<file path="src/accessory_params.svh">
`ifndef ACCESSORY_PARAMS_SVH
`define ACCESSORY_PARAMS_SVH

// register addresses on the ulpi immediate register space
`define ADDR_CTRL_WRITE      6'h19
`define ADDR_CTRL_SET        6'h1a
`define ADDR_CTRL_CLEAR      6'h1b
`define ADDR_IE_WRITE        6'h1d
`define ADDR_IE_SET          6'h1e
`define ADDR_IE_CLEAR        6'h1f
`define ADDR_STATUS          6'h20
`define ADDR_LATCH           6'h21

// accessory_switch_control fields
`define CTRL_ID_GND_BIT      1
`define CTRL_TX_ROUTE_BIT    2
`define CTRL_RX_ROUTE_BIT    3
`define CTRL_LEFT_AUDIO_BIT  4
`define CTRL_RIGHT_AUDIO_BIT 5
`define CTRL_MIC_BIT         6
`define CTRL_DATA2_TRI_BIT   7
`define CTRL_WRITE_MASK      8'hfe
`define CTRL_RESET           8'h00

// accessory_interrupt_enable fields
`define IE_OPEN_RISE_BIT     0
`define IE_OPEN_FALL_BIT     1
`define IE_CHARGER_BIT       2
`define IE_RID_DONE_BIT      5
`define IE_WRITE_MASK        8'h27
`define IE_RESET             8'h00

// accessory_interrupt_status / latch fields
`define ST_OPEN_BIT          0
`define ST_CHARGER_BIT       1
`define ST_CODE_LSB          3
`define ST_DONE_BIT          6
`define LATCH_OPEN_BIT       0
`define LATCH_CHARGER_BIT    1
`define LATCH_RID_BIT        3
`define STATUS_RESET         8'h00
`define LATCH_RESET          4'h0
`define RID_CODE_RESET       3'h0

// timing
`define CLK_PERIOD_NS        25
`define RID_CONV_TIME_NS     282000

`endif

</file>
<file path="src/accessory_pkg.sv">
package accessory_pkg;

    typedef enum logic [1:0]
    {
        op_none,
        op_write,
        op_set,
        op_clear
    } reg_op_t;

    typedef enum logic
    {
        rid_idle,
        rid_busy
    } rid_state_t;

endpackage

</file>
<file path="src/sync_2ff.sv">
`timescale 1ns/10ps
`default_nettype none

module sync_2ff
#(
    parameter int WIDTH = 1
)
(
    input  wire logic             clk,
    input  wire logic             reset,
    input  wire logic [WIDTH-1:0] async_i,
    output logic      [WIDTH-1:0] sync_o
);

    logic [WIDTH-1:0] meta_q;

    // meta_q feeds only the second stage
    always_ff @(posedge clk)
    begin
        if (reset)
        begin
            meta_q <= '0;
            sync_o <= '0;
        end
        else
        begin
            meta_q <= async_i;
            sync_o <= meta_q;
        end
    end

endmodule

`default_nettype wire

</file>
<file path="src/bsc_reg.sv">
`timescale 1ns/10ps
`default_nettype none

module bsc_reg
#(
    parameter logic [7:0] WRITE_MASK  = 8'hff,
    parameter logic [7:0] RESET_VALUE = 8'h00
)
(
    input  wire logic                 clk,
    input  wire logic                 reset,
    input  wire accessory_pkg::reg_op_t op,
    input  wire logic [7:0]           wdata,
    output logic      [7:0]           q_o
);
    import accessory_pkg::*;

    logic [7:0] d;

    // bits outside the mask never leave their reset value
    always_comb
    begin
        unique case (op)
            op_none:  d = q_o;
            op_write: d = (q_o & ~WRITE_MASK) | (wdata & WRITE_MASK);
            op_set:   d = q_o | (wdata & WRITE_MASK);
            op_clear: d = q_o & ~(wdata & WRITE_MASK);
        endcase
    end

    always_ff @(posedge clk)
    begin
        if (reset)
            q_o <= RESET_VALUE;
        else
            q_o <= d;
    end

endmodule

`default_nettype wire

</file>
<file path="src/carkit_switch_control_regs.sv">
`timescale 1ns/10ps
`default_nettype none

`include "accessory_params.svh"

// Operation
// - control register: write, set, clear, same read
// - enable register: write, set, clear, same read
// - data line 1 high while rx route off
// - id_ground_drive pulls ID to ground
// - tx route copies data line 0 to DM
// - rx route copies DP to data line 1
// - left audio enable closes DM switch
// - right or mic enable connects DP
// - data line 2 tri-state or driven zero
// - UART data also reaches closed audio switches
// - any audio enable disables single-ended receivers
// - ID float rise/fall enables raise alt_int
// - charger comparator change raises alt_int when enabled
// - DP-detect fields read zero, do nothing
// - conversion done raises alt_int, enables ORed
// - id_open_status shows ID floating with weak pull on
// - charger_compare_out mirrors comparator with sink on
// - id_resistor_code holds measured resistance code
// - done set after 282 us conversion
// - done cleared only by vendor code read
// - latch records enabled events, clears on read
module carkit_switch_control_regs
#(
    parameter int unsigned RID_CONV_CYCLES =
        (`RID_CONV_TIME_NS + `CLK_PERIOD_NS - 1) / `CLK_PERIOD_NS
)
(
    input  wire logic       clk,
    input  wire logic       reset,
    input  wire logic [5:0] reg_addr,
    input  wire logic       reg_wr,
    input  wire logic       reg_rd,
    input  wire logic [7:0] reg_wdata,
    output logic      [7:0] reg_rdata,
    input  wire logic       accessory_mode_sel,
    input  wire logic       id_weak_pull_en,
    input  wire logic       sink_current_en,
    input  wire logic       vendor_rid_ie,
    input  wire logic       vendor_rid_read,
    input  wire logic       rid_start,
    input  wire logic       id_float_pin,
    input  wire logic       charger_comp_pin,
    input  wire logic [2:0] rid_result_pin,
    input  wire logic       data0_pin,
    input  wire logic       dp_pin,
    output logic            alt_int,
    output logic            id_ground_en,
    output logic            dm_out,
    output logic            dm_oe,
    output logic            data1_out,
    output logic            data1_oe,
    output logic            data2_out,
    output logic            data2_oe,
    output logic            left_audio_close,
    output logic            right_audio_close,
    output logic            se_rx_disable,
    output logic      [2:0] id_resistor_code,
    output logic            id_resistor_done
);
    import accessory_pkg::*;

    localparam logic [15:0] RID_LAST = 16'(RID_CONV_CYCLES - 1);

    function automatic reg_op_t decode_op(input logic [5:0] addr,
                                          input logic [5:0] base,
                                          input logic       wr);
        reg_op_t op;
        op = op_none;
        if (wr && addr == base)
            op = op_write;
        else if (wr && addr == base + 6'h01)
            op = op_set;
        else if (wr && addr == base + 6'h02)
            op = op_clear;
        return op;
    endfunction

    // pin inputs
    logic       id_float_s;
    logic       charger_s;
    logic [2:0] rid_result_s;
    logic       data0_s;
    logic       dp_s;

    sync_2ff #(.WIDTH(1)) u_sync_id
    (
        .clk     (clk),
        .reset   (reset),
        .async_i (id_float_pin),
        .sync_o  (id_float_s)
    );

    sync_2ff #(.WIDTH(1)) u_sync_chg
    (
        .clk     (clk),
        .reset   (reset),
        .async_i (charger_comp_pin),
        .sync_o  (charger_s)
    );

    // the code is static once a conversion settles, so a plain bus sync is enough
    sync_2ff #(.WIDTH(3)) u_sync_rid
    (
        .clk     (clk),
        .reset   (reset),
        .async_i (rid_result_pin),
        .sync_o  (rid_result_s)
    );

    sync_2ff #(.WIDTH(1)) u_sync_d0
    (
        .clk     (clk),
        .reset   (reset),
        .async_i (data0_pin),
        .sync_o  (data0_s)
    );

    sync_2ff #(.WIDTH(1)) u_sync_dp
    (
        .clk     (clk),
        .reset   (reset),
        .async_i (dp_pin),
        .sync_o  (dp_s)
    );

    // register bank
    wire reg_op_t ctrl_op = decode_op(reg_addr, `ADDR_CTRL_WRITE, reg_wr);
    wire reg_op_t ie_op   = decode_op(reg_addr, `ADDR_IE_WRITE, reg_wr);

    logic [7:0] ctrl_q;
    logic [7:0] ie_q;

    bsc_reg #(.WRITE_MASK(`CTRL_WRITE_MASK), .RESET_VALUE(`CTRL_RESET)) u_ctrl
    (
        .clk   (clk),
        .reset (reset),
        .op    (ctrl_op),
        .wdata (reg_wdata),
        .q_o   (ctrl_q)
    );

    // mask drops the dp-detect enables and both reserved bits
    bsc_reg #(.WRITE_MASK(`IE_WRITE_MASK), .RESET_VALUE(`IE_RESET)) u_ie
    (
        .clk   (clk),
        .reset (reset),
        .op    (ie_op),
        .wdata (reg_wdata),
        .q_o   (ie_q)
    );

    wire id_gnd_bit   = ctrl_q[`CTRL_ID_GND_BIT];
    wire tx_route_bit = ctrl_q[`CTRL_TX_ROUTE_BIT];
    wire rx_route_bit = ctrl_q[`CTRL_RX_ROUTE_BIT];
    wire left_bit     = ctrl_q[`CTRL_LEFT_AUDIO_BIT];
    wire right_bit    = ctrl_q[`CTRL_RIGHT_AUDIO_BIT];
    wire mic_bit      = ctrl_q[`CTRL_MIC_BIT];
    wire data2_tri    = ctrl_q[`CTRL_DATA2_TRI_BIT];

    // qualified status values
    wire open_now    = id_float_s & id_weak_pull_en;
    wire charger_now = charger_s & sink_current_en;

    logic open_prev_q;
    logic charger_prev_q;
    logic done_prev_q;

    // id resistor conversion timer
    rid_state_t rid_state_q;
    rid_state_t rid_state_d;
    logic [15:0] rid_cnt_q;
    logic [15:0] rid_cnt_d;
    logic [2:0]  code_d;
    logic        done_d;

    wire rid_finish = (rid_state_q == rid_busy) && (rid_cnt_q == RID_LAST);

    always_comb
    begin
        rid_state_d = rid_state_q;
        rid_cnt_d   = rid_cnt_q;
        unique case (rid_state_q)
            rid_idle:
            begin
                if (rid_start)
                begin
                    rid_state_d = rid_busy;
                    rid_cnt_d   = 16'h0000;
                end
            end
            rid_busy:
            begin
                if (rid_finish)
                    rid_state_d = rid_idle;
                else
                    rid_cnt_d = rid_cnt_q + 16'h0001;
            end
        endcase
    end

    assign code_d = rid_finish ? rid_result_s : id_resistor_code;
    // a finishing conversion wins over a vendor read in the same cycle
    assign done_d = rid_finish | (id_resistor_done & ~vendor_rid_read);

    // interrupt events
    wire open_rise   = open_now & ~open_prev_q;
    wire open_fall   = ~open_now & open_prev_q;
    wire ev_open     = (open_rise & ie_q[`IE_OPEN_RISE_BIT]) |
                       (open_fall & ie_q[`IE_OPEN_FALL_BIT]);
    wire ev_charger  = (charger_now ^ charger_prev_q) &
                       ie_q[`IE_CHARGER_BIT];
    wire rid_ie_any  = ie_q[`IE_RID_DONE_BIT] | vendor_rid_ie;
    wire ev_rid      = id_resistor_done & ~done_prev_q & rid_ie_any;

    logic [3:0] latch_q;
    logic [3:0] latch_set;
    logic [3:0] latch_d;

    wire latch_rd = reg_rd && (reg_addr == `ADDR_LATCH);

    always_comb
    begin
        latch_set = 4'h0;
        latch_set[`LATCH_OPEN_BIT]    = ev_open;
        latch_set[`LATCH_CHARGER_BIT] = ev_charger;
        latch_set[`LATCH_RID_BIT]     = ev_rid;
    end

    // an event in the reading cycle stays latched for the next read
    assign latch_d = (latch_q & ~{4{latch_rd}}) | latch_set;

    // read data
    logic [7:0] status_val;

    always_comb
    begin
        status_val = `STATUS_RESET;
        status_val[`ST_OPEN_BIT]    = open_now;
        status_val[`ST_CHARGER_BIT] = charger_now;
        status_val[`ST_CODE_LSB +: 3] = id_resistor_code;
        status_val[`ST_DONE_BIT]    = id_resistor_done;
    end

    wire ctrl_hit = (reg_addr == `ADDR_CTRL_WRITE) || (reg_addr == `ADDR_CTRL_SET) ||
                    (reg_addr == `ADDR_CTRL_CLEAR);
    wire ie_hit   = (reg_addr == `ADDR_IE_WRITE) || (reg_addr == `ADDR_IE_SET) ||
                    (reg_addr == `ADDR_IE_CLEAR);

    // bit 2 of the status and latch stays zero: dp detect is absent
    wire [7:0] rdata_d = ctrl_hit                     ? ctrl_q :
                         ie_hit                       ? ie_q :
                         (reg_addr == `ADDR_STATUS)   ? status_val :
                         (reg_addr == `ADDR_LATCH)    ? {4'h0, latch_q} :
                         8'h00;

    // pin side values, only meaningful while accessory mode owns the data lines
    wire dm_oe_d    = accessory_mode_sel & tx_route_bit;
    wire data1_d    = rx_route_bit ? dp_s : 1'b1;
    wire data1_oe_d = accessory_mode_sel;
    wire data2_oe_d = accessory_mode_sel & ~data2_tri;
    wire audio_any  = left_bit | right_bit | mic_bit;

    always_ff @(posedge clk)
    begin
        if (reset)
        begin
            rid_state_q      <= rid_idle;
            rid_cnt_q        <= 16'h0000;
            id_resistor_code <= `RID_CODE_RESET;
            id_resistor_done <= 1'b0;
            open_prev_q      <= 1'b0;
            charger_prev_q   <= 1'b0;
            done_prev_q      <= 1'b0;
            latch_q          <= `LATCH_RESET;
            alt_int          <= 1'b0;
            reg_rdata        <= 8'h00;
        end
        else
        begin
            rid_state_q      <= rid_state_d;
            rid_cnt_q        <= rid_cnt_d;
            id_resistor_code <= code_d;
            id_resistor_done <= done_d;
            open_prev_q      <= open_now;
            charger_prev_q   <= charger_now;
            done_prev_q      <= id_resistor_done;
            latch_q          <= latch_d;
            alt_int          <= |latch_d;
            if (reg_rd)
                reg_rdata <= rdata_d;
        end
    end

    // switch and pin drivers, one flop stage behind the control register
    always_ff @(posedge clk)
    begin
        if (reset)
        begin
            id_ground_en      <= 1'b0;
            dm_out            <= 1'b0;
            dm_oe             <= 1'b0;
            data1_out         <= 1'b1;
            data1_oe          <= 1'b0;
            data2_out         <= 1'b0;
            data2_oe          <= 1'b0;
            left_audio_close  <= 1'b0;
            right_audio_close <= 1'b0;
            se_rx_disable     <= 1'b0;
        end
        else
        begin
            id_ground_en      <= id_gnd_bit;
            dm_out            <= data0_s;
            dm_oe             <= dm_oe_d;
            data1_out         <= data1_d;
            data1_oe          <= data1_oe_d;
            data2_out         <= 1'b0;
            data2_oe          <= data2_oe_d;
            // uart levels on DM and DP pass the closed switches unchanged
            left_audio_close  <= left_bit;
            right_audio_close <= right_bit | mic_bit;
            se_rx_disable     <= audio_any;
        end
    end

endmodule

`default_nettype wire

</file>
<file path="config.mk">
export PLATFORM = sky130hd
export DESIGN_NAME = carkit_switch_control_regs
export DESIGN_NICKNAME = d
export VERILOG_FILES = /design/src/accessory_pkg.sv /design/src/sync_2ff.sv /design/src/bsc_reg.sv /design/src/carkit_switch_control_regs.sv
export VERILOG_INCLUDE_DIRS = /design/src
export SDC_FILE = /design/constraint.sdc
export NUM_CORES = 1
export LEC_CHECK = 0
export ABC_AREA = 1
export BUFFER_PORTS_ARGS = -buffer_cell sky130_fd_sc_hd__buf_2
export CAP_MARGIN = 20
export CORE_MARGIN = 4
export CORE_UTILIZATION = 50
export DETAILED_ROUTE_END_ITERATION = 10
export PLACE_DENSITY = 0.72
export SLEW_MARGIN = 20
export SYNTH_ARGS = -nofsm -noshare
export SYNTH_HDL_FRONTEND = slang
export SYNTH_SLANG_ARGS = --single-unit
export TNS_END_PERCENT = 10
</file>
<file path="constraint.sdc">
create_clock -name clk -period 1.7 [get_ports clk]
set_clock_uncertainty 0.2 [all_clocks]
set_input_delay 0 -clock clk [delete_from_list [all_inputs] [get_ports clk]]
set_output_delay 0 -clock clk [all_outputs]
set_load 0.01 [all_outputs]
</file>
==> reports/summary.md, run 1 <==
The remaining routing DRC violations is 0, and the final period utilization is 94.97%. The post-route netlist has 17.92% of its cells at a drive strength greater than 1. The total CTS buffers came out at 9. The path class of the tightest hold or removal check is in2reg.

In the layout the commonest cells are sky130_fd_sc_hd__nand2_1 (88), sky130_fd_sc_hd__dfxtp_1 (72), sky130_fd_sc_hd__nor2_1 (68). STA classifies the critical path endpoint as a flop. The repair_antennas step left the layout with diodes totalling 0. The post-synthesis cell type count was 32; the max-cap check violation count was 0.

For the required time at the endpoint of the critical path, the log shows 1780 ps. The cell at the root of the clock tree is sky130_fd_sc_hd__clkbuf_8. The library cell appearing most often on the critical path was sky130_fd_sc_hd__nor2_1. The synthesized netlist occupies a cell area of 3269 um^2. For met2 alone, demand over resource in global routing was 35.76%. After routing the design area is 4292 um^2. Routability-driven placement finished with a final weighted congestion of 0.9239.

Peak per-stage delay on the critical path: 350 ps. The number of DRC markers after the initial detailed-route iteration was 228; the number of placement rows was 29. Of all flip-flops after synthesis, the portion carrying an async set or reset was 0%. Walking the worst path, the cells encountered are ha_2 -> nand2_1 -> nor2_1 -> xor2_1 -> nor2_1 -> nand3_1 -> a21oi_1. For the total cell area at the placement stage, the log shows 3622 um^2. Broken down by cell family, the worst path's largest delay share belongs to simple AND/OR/NAND/NOR gates. The synthesis-to-layout area growth was 31.27%. The area of the core was 6350 um^2; the slew of the pin with the lowest slew margin was 521.6 ps. The die is 88.86 um tall. After layout, the worst setup slack is 85.43 ps. Once the floorplan was initialized, standard cells occupied 51.49% of the core. STA puts the critical path data arrival time at 1700 ps.

After synthesis the netlist holds a flip-flop and latch count of 76. The number of antenna violations at the first check in global routing is 0, and the CTS clock-pin slew for the worst setup and hold paths is 80 ps. VDD sags by at most 647.8 uV. After technology mapping, the gate count stands at 456. H-tree depth: 3. In this run the remaining antenna-violating nets after routing total 0. The type of the worst setup path was reg2reg. The net count reported at finish was 585.

The tools report the worst slack at placement as 82.31 ps. The critical-path maximum fanout works out to 5. The commonest register cell after synthesis was sky130_fd_sc_hd__dfxtp_1. The cell with the largest stage delay on the worst path was sky130_fd_sc_hd__dfxtp_2. The logs give 350 ps for the clock latency reported for the late side of the worst-skew pair and 0 for the count of final hold-check violations. The number of global-route vias before repair was 3036. The tools report the maximum frequency from static timing analysis as 619.4 MHz.

After synthesis, the mean cell area works out to 7.170 um^2. For this run, the share of the core covered by cells in the final layout is 67.59%. The total setup violations reported at the end of the flow is 0, and the floorplan die width is 88.86 um. For this run the aggregate overflow at the end of global routing stands at 0. Summing over every cut layer, the via total after detailed routing is 3304. The Yosys step of the flow raised 0 warnings.

Measured against its own limit, the worst slew margin works out to 65.11%. Leakage power total: 0.001792 uW. The final count of pins violating max slew is 0, and the pin count of the biggest net entering global routing is 21.

The tools report the total length of routed wires as 8252 um. The number of flops mapped to enable cells by yosys is 0. The die covers 7896 um^2.

The shortest period the worst path allows works out to 1615 ps. TritonCTS built the clock tree. The run gives 30.19% as the met1 usage. The pre-antenna-repair detailed-routing pass consisted of 6 iterations.

Setup repair after global routing could not meet its margin everywhere. The tools report the aggregate global-route resource usage as 22.46%. The first global-routing pass estimated 13860 um of wire.

For the post-DP HPWL, the log shows 5553 um. For this design the ratio of total power to cell area is 860.4 nW/um^2. Together, buffers and inverters on the worst path number 0. Sequential elements use 46.54% of the synthesized area. In this run the most used layer during global routing was met2. The flow ran to the end, and the final reports show no timing, DRC or antenna violations.

The clock drives 76 sinks. The detailed-route vias per instance works out to 5.203. After detailed routing, the average wire length per cell comes to 13.00 um. Category of the worst setup path launch point: a flop.

The clock passes through at most 2 buffers. Global routing consumed, on the met3 layer, 4.655% of the routing resources. The count of buffers added on input and output ports is 52.

Leaving out fill and tap cells, the most frequent cell in the layout is sky130_fd_sc_hd__nand2_1. Synthesis produced a netlist with a net count of 488. In this run the count of I/O pins placed on the die edge is 54.
[worst register-to-register path: cells and delay by family, from the launching register on]
family / cells / cell delay [ps]
flops: 1 / 350
fa+ha+maj: 1 / 190
compound gates: 1 / 120
simple gates: 4 / 570
xor+xnor: 1 / 110
[kinds of logic (layout without fill, tap and decap cells)]
family,after synthesis,after routing,synth area share (%)
flip-flops,76,76,46.54
other,1,1,0.1147
XOR/XNOR,1,1,0.2679
buffers and inverters,77,179,9.299
AO/OA/AOI/OAI,75,75,12.74
AND/OR/NAND/NOR,225,225,30.65
adder cells (fa/ha/maj),1,1,0.3826
[layout make-up]
class	count	area [um^2]
Fill cell	504	2058
Sequential cell	76	1526
Multi-Input combinational cell	303	1486
Timing Repair Buffer	99	706.9
Inverter	64	240.2
Clock buffer	11	151.4
Tap cell	77	96.34
Clock inverter	5	83.83
[timing repair]
| item | 4_1_cts | 5_1_grt |
|---|---|---|
| hold buffers | 37 | 0 |
| hold endpoints to repair | 51 | 0 |
| buffers inserted | 0 | 1 |
| endpoints found under the setup margin | 0 | 18 |
| resized for setup | 0 | 14 |
[sequential cells by signal, summed over array words and instances (netlist names), 3 cells and up]
register	flops
id_resistor_code	3
latch_q	4
reg_rdata	8
rid_cnt_q	16
u_ctrl.q_o	8
u_ie.q_o	8
u_sync_rid.meta_q	3
u_sync_rid.sync_o	3
[metal layers]
metal	routed length (um)	vias to the layer above
li1	-	1660
met1	3815	1501
met4	146	0
met3	496	15
met2	3793	128
met5	0	-
[Yosys cell counts (all sizes together) (3+ instances only)]
master	instances	area (um^2)
nand4	9	56.30
nor2	73	300.3
nand2	93	371.6
clkbuf	4	15.01
buf	9	48.79
inv	64	240.2
o211ai	9	67.56
o21ai	24	120.1
dfxtp	76	1521
o22ai	3	18.77
or2	3	18.77
nor3	13	81.33
a21oi	32	160.2
a211oi	4	30.03
nand3	32	160.2
[through the flow]
stage / hold slack, ps / std cells / setup TNS (ps) / total power, uW
final: 41.49 / 635 / 0 / 3693
after global placement: 1.508 / 580 / 0 / 2081
after CTS: 23.03 / 633 / 0 / 3708
after floorplan: -116.1 / 456 / 0 / 1994
after detailed placement: 8.784 / 580 / 0 / 2084
after global routing: 85.30 / 635 / -50.22 / 3825
[path summary, 6_finish.rpt]
| kind | start | to | slack, ps | cells past startpoint |
|---|---|---|---|---|
| worst min-delay path | reg_addr[1] | u_ie.q_o[1]$_SDFFE_PP0P_ | 40 | 7 |
| worst min register to register | u_sync_rid.meta_q[2]$_SDFF_PP0_ | u_sync_rid.sync_o[2]$_SDFF_PP0_ | 210 | 2 |
| worst max register to register | rid_cnt_q[0]$_SDFFE_PP0P_ | rid_cnt_q[4]$_SDFFE_PP0P_ | 90 | 7 |
| worst max-delay path | rid_cnt_q[0]$_SDFFE_PP0P_ | rid_cnt_q[4]$_SDFFE_PP0P_ | 90 | 7 |
[report_power, final]
group	leakage, uW	internal [uW]	switching (uW)	total, uW
clock	0.000112	909	677	1590
sequential	0.000619	1810	16.9	1830
combinational	0.00106	122	155	277
(Power assumes the default switching activity.)
==> run 2: changes to the inputs <==
--- a/config.mk
+++ b/config.mk
@@ -6,13 +6,12 @@
 export SDC_FILE = /design/constraint.sdc
 export NUM_CORES = 1
 export LEC_CHECK = 0
-export ABC_AREA = 1
 export BUFFER_PORTS_ARGS = -buffer_cell sky130_fd_sc_hd__buf_2
 export CAP_MARGIN = 20
-export CORE_MARGIN = 4
-export CORE_UTILIZATION = 50
+export CORE_MARGIN = 8
+export CORE_UTILIZATION = 49
 export DETAILED_ROUTE_END_ITERATION = 10
-export PLACE_DENSITY = 0.72
+export PLACE_DENSITY = 0.71
 export SLEW_MARGIN = 20
 export SYNTH_ARGS = -nofsm -noshare
 export SYNTH_HDL_FRONTEND = slang
==> reports/summary.md, run 2 <==
The number of flip-flops in the largest register is 16 (unchanged), and the critical-path maximum fanout is 5 (unchanged). The run gives 2702 (was 3304) as the via total after detailed routing. The proportion of netlist area held by the largest area contributor works out to 50.84% (was 46.54%).

The share of layout cells above drive strength 1 came out at 31.24% (was 17.92%). Hold-critical path endpoint: u_ie.q_o[5]$_SDFFE_PP0P_ (was u_ie.q_o[1]$_SDFFE_PP0P_). For the total CTS buffers, the log shows 9 (unchanged). The power density over the cells was 826.1 nW/um^2 (was 860.4 nW/um^2); the post-DP HPWL was 5259 um (was 5553 um). The detailed-route vias per instance is 5.361 (was 5.203). The critical hold path startpoint was reg_wr (was reg_addr[1]). The global-route congestion overflow total is 0 (unchanged), and the total setup violations reported at the end of the flow is 10 (was 0).

The logs give 2993 um^2 (was 3269 um^2) for the netlist area before placement and 50.55% (was 51.49%) for the initial cell density of the core. The count of pins on the block boundary is 54 (unchanged), and the number of antenna violations at the first check in global routing is 0 (unchanged). The remaining routing DRC violations is 0 (unchanged), and the max-cap check violation count is 0 (unchanged).

The count of clock tree sinks came out at 76 (unchanged). The most common cell in the netlist is sky130_fd_sc_hd__dfxtp_1 (was sky130_fd_sc_hd__nand2_1). Setup repair after global routing could not meet its margin everywhere.

Most numerous cell types in the synthesized netlist: sky130_fd_sc_hd__dfxtp_1 (76), sky130_fd_sc_hd__nor2_1 (30), sky130_fd_sc_hd__nor2b_1 (24) (was sky130_fd_sc_hd__nand2_1 (88), sky130_fd_sc_hd__dfxtp_1 (76), sky130_fd_sc_hd__nor2_1 (70)). The post-synthesis cell type count is 48 (was 32). The count of final hold-check violations was 0 (unchanged).

The global-route wire length before repair came out at 12730 um (was 13860 um). The logs give 27 (was 21) for the pin count of the biggest net entering global routing and 5921 um^2 (was 6350 um^2) for the area of the core. The logs give 18.29% (was 22.46%) for the aggregate global-route resource usage and 0 (unchanged) for the number of setup buffers added after CTS. Most area-consuming cells after synthesis: sky130_fd_sc_hd__dfxtp_1 (51%), sky130_fd_sc_hd__nor2b_1 (5.0%), sky130_fd_sc_hd__nor2_1 (3.8%), sky130_fd_sc_hd__a221o_1 (3.7%), sky130_fd_sc_hd__nor3b_1 (3.3%) (was sky130_fd_sc_hd__dfxtp_1 (47%), sky130_fd_sc_hd__nand2_1 (10%), sky130_fd_sc_hd__nor2_1 (8.0%), sky130_fd_sc_hd__inv_1 (7.3%), sky130_fd_sc_hd__a21oi_1 (4.9%)).

The average size of a mapped cell is 9.501 um^2 (was 7.170 um^2), and the antenna cell count is 0 (unchanged). The category of the worst setup path launch point was a flop (unchanged). The endpoint arrival time on the critical path came out at 2100 ps (was 1700 ps). The slew of the pin with the lowest slew margin is 608.4 ps (was 521.6 ps), and the post-synth net total is 347 (was 488). The largest buffer count on any clock path is 2 (unchanged), and the clock latency reported for the late side of the worst-skew pair is 360 ps (was 350 ps).

TritonCTS built the clock tree. The startpoint of the lowest-slack register-to-register path is rid_cnt_q[4]$_SDFFE_PP0P_ (was rid_cnt_q[0]$_SDFFE_PP0P_). Endpoint of the worst register-to-register path: id_resistor_code[2]$_SDFFE_PP0P_ (was rid_cnt_q[4]$_SDFFE_PP0P_). For the maximum VDD drop, the log shows 975.0 uV (was 647.8 uV). For the number of instances in the placed design, the log shows 462 (was 580). The class of the tightest hold or removal check was in2reg (unchanged).

The height of the chip was 94.16 um (was 88.86 um); the detailed-routing iteration count for the pre-antenna-repair pass was 4 (was 6). The setup TNS after final layout came out at -2413 ps (was 0 ps). The logs give 3 (unchanged) for the H-tree depth and 0 (unchanged) for the final count of pins violating max slew. Cell at the root of the clock tree: sky130_fd_sc_hd__clkbuf_8 (unchanged). The required time at the endpoint of the critical path is 1750 ps (was 1780 ps).

The CTS clock-pin slew for the worst setup and hold paths works out to 90 ps (was 80 ps). The tools report the minimum setup slack among reg-to-reg paths as -350 ps (was 90 ps). For the final cell count without fillers, the log shows 504 (was 635). Commonest register cell after synthesis: sky130_fd_sc_hd__dfxtp_1 (unchanged). For the maximum frequency from static timing analysis, the log shows 487.1 MHz (was 619.4 MHz).

The kind of end point of the critical path is a flop (unchanged). The total length of routed wires came out at 7710 um (was 8252 um). The peak per-stage delay on the critical path works out to 620 ps (was 350 ps). The buffer and inverter count on the worst path was 0 (unchanged); the weighted congestion at the end of routability-driven global placement was 0.8518 (was 0.9239). The type of the worst setup path was reg2reg (unchanged).

Floorplan die width: 94.16 um (was 88.86 um). The routed wirelength normalized by instance count is 15.30 um (was 13.00 um). Number of flops mapped to enable cells by yosys: 0 (unchanged). The run finished, with violations left. The portion of the post-synthesis area used by sequential elements was 50.84% (was 46.54%).

For the number of inserted filler cells in the final layout, the log shows 466 (was 504). The cell with the largest stage delay on the worst path was sky130_fd_sc_hd__or4b_4 (was sky130_fd_sc_hd__dfxtp_2). The most area-hungry cell type in the Yosys netlist is sky130_fd_sc_hd__dfxtp_1 (unchanged). The logs give 28 (was 29) for the number of placement rows and 8865 um^2 (was 7896 um^2) for the full die area.

Commonest cells after routing, fill and taps aside: sky130_fd_sc_hd__dfxtp_1 (69), sky130_fd_sc_hd__buf_2 (52), sky130_fd_sc_hd__buf_4 (39) (was sky130_fd_sc_hd__nand2_1 (88), sky130_fd_sc_hd__dfxtp_1 (72), sky130_fd_sc_hd__nor2_1 (68)). The number of flip-flops and latches in the synthesized netlist was 76 (unchanged); the post-route antenna net violation count was 0 (unchanged). Number of DRC markers after the initial detailed-route iteration: 174 (was 228).

The number of global-route vias before repair was 2729 (was 3036); the post-synthesis instance total was 315 (was 456). The worst-case reg-to-reg path depth was 4 (was 7). Worst-path cell chain: or4_4 -> or4b_4 -> mux2i_2 -> nor2_1 (was ha_2 -> nand2_1 -> nor2_1 -> xor2_1 -> nor2_1 -> nand3_1 -> a21oi_1).

The fraction of registers with async set or reset after synthesis was 0% (unchanged). The final reports fail on negative setup slack. The worst hold path depth is 3 (was 7).

The run gives 59.25% (was 65.11%) as the worst-case headroom to the max-slew limit. The shortest period the worst path allows is 2053 ps (was 1615 ps), and the leakage power total is 0.001677 uW (was 0.001792 uW). The synthesis-to-layout area growth came out at 36.45% (was 31.27%). The most common cell after layout, fill and taps aside was sky130_fd_sc_hd__dfxtp_1 (was sky130_fd_sc_hd__nand2_1). The cell family contributing the most delay on the critical path was simple AND/OR/NAND/NOR gates (unchanged).

The number of warnings issued by yosys is 0 (unchanged). Count of port buffers added during placement: 52 (unchanged). The register with the most flip-flops was rid_cnt_q (unchanged). The run gives 456 (was 585) as the net count reported at finish. The final period utilization came out at 120.8% (was 94.97%). The run gives -352.8 ps (was 85.43 ps) as the final setup slack of the worst path.
-- run 2: worst reg2reg max path, stage by stage, from the launching register on --
cell and delay [ps]:
sky130_fd_sc_hd__dfxtp_2 320, sky130_fd_sc_hd__or4_4 530, sky130_fd_sc_hd__or4b_4 620, sky130_fd_sc_hd__mux2i_2 230, sky130_fd_sc_hd__nor2_1 50
-- run 2: power breakdown --
part           internal, uW  switching (uW)  total (uW)
sequential             1810            15.0        1830
clock                   552             727        1280
combinational           134             133         266
total                  2500             875        3370
-- run 2: cell type report --
class / instances / area [um^2] / area share [%]
Multi-Input combinational cell: 211 / 1431 / 35.05
Clock inverter: 7 / 57.56 / 1.409
Tap cell: 75 / 93.84 / 2.298
Inverter: 9 / 33.78 / 0.8272
Timing Repair Buffer: 117 / 813.3 / 19.91
Sequential cell: 76 / 1530 / 37.47
Clock buffer: 9 / 123.9 / 3.033
-- run 2: what timing repair did --
item / CTS / global route
endpoints found under the setup margin: 13 / 15
pin swaps: 3 / 2
gates resized for setup: 7 / 14
hold buffers: 26 / 0
endpoints found under the hold margin: 46 / 0
-- run 2: metal layers --
metal,GRT usage (%),vias to the layer above,part of all wire [%]
met2,27.52,62,44
met4,7.662,0,2.2
met1,23.13,1274,48
met3,6.315,16,5.7
li1,-,1350,-
met5,0,-,0
-- run 2: worst max path at each step --
stage | start | endpoint | slack (ps) | cells after the start
after floorplan | rid_cnt_q[4]$_SDFFE_PP0P_ | rid_cnt_q[3]$_SDFFE_PP0P_ | -340 | 5
after global placement | rid_cnt_q[4]$_SDFFE_PP0P_ | rid_cnt_q[3]$_SDFFE_PP0P_ | -400 | 4
after detailed placement | rid_cnt_q[4]$_SDFFE_PP0P_ | id_resistor_code[1]$_SDFFE_PP0P_ | -430 | 4
after CTS | rid_cnt_q[7]$_SDFFE_PP0P_ | id_resistor_code[2]$_SDFFE_PP0P_ | -370 | 4
after global routing | rid_cnt_q[4]$_SDFFE_PP0P_ | id_resistor_code[2]$_SDFFE_PP0P_ | -390 | 4
final | rid_cnt_q[4]$_SDFFE_PP0P_ | id_resistor_code[2]$_SDFFE_PP0P_ | -350 | 4
-- run 2: stage by stage --
step | power [uW] | instance area [um^2] | hold WS [ps] | util (%) | setup WS [ps]
2_1_floorplan | 1984 | 3000 | -71.82 | - | -337.3
3_3_place_gp | 2080 | 3565 | 6.591 | 60.21 | -400.9
3_5_place_dp | 2086 | 3565 | 14.61 | 60.21 | -425.5
4_1_cts | 3394 | 4030 | 9.649 | 68.07 | -367.5
5_1_grt | 3528 | 4084 | 28.84 | 68.98 | -388.2
6_report | 3374 | 4084 | 25.73 | 68.98 | -352.8
-- run 2: logic make-up (layout without fill, tap and decap cells) --
family | after synthesis | count (layout) | synth area share [%]
XOR/XNOR | 10 | 10 | 2.926
AO/OA/AOI/OAI | 51 | 51 | 12.92
other | 1 | 1 | 0.1253
AND/OR/NAND/NOR | 141 | 141 | 26.59
buffers and inverters | 28 | 142 | 3.679
multiplexers | 7 | 7 | 2.508
adder cells (fa/ha/maj) | 1 | 1 | 0.4180
flip-flops | 76 | 76 | 50.84
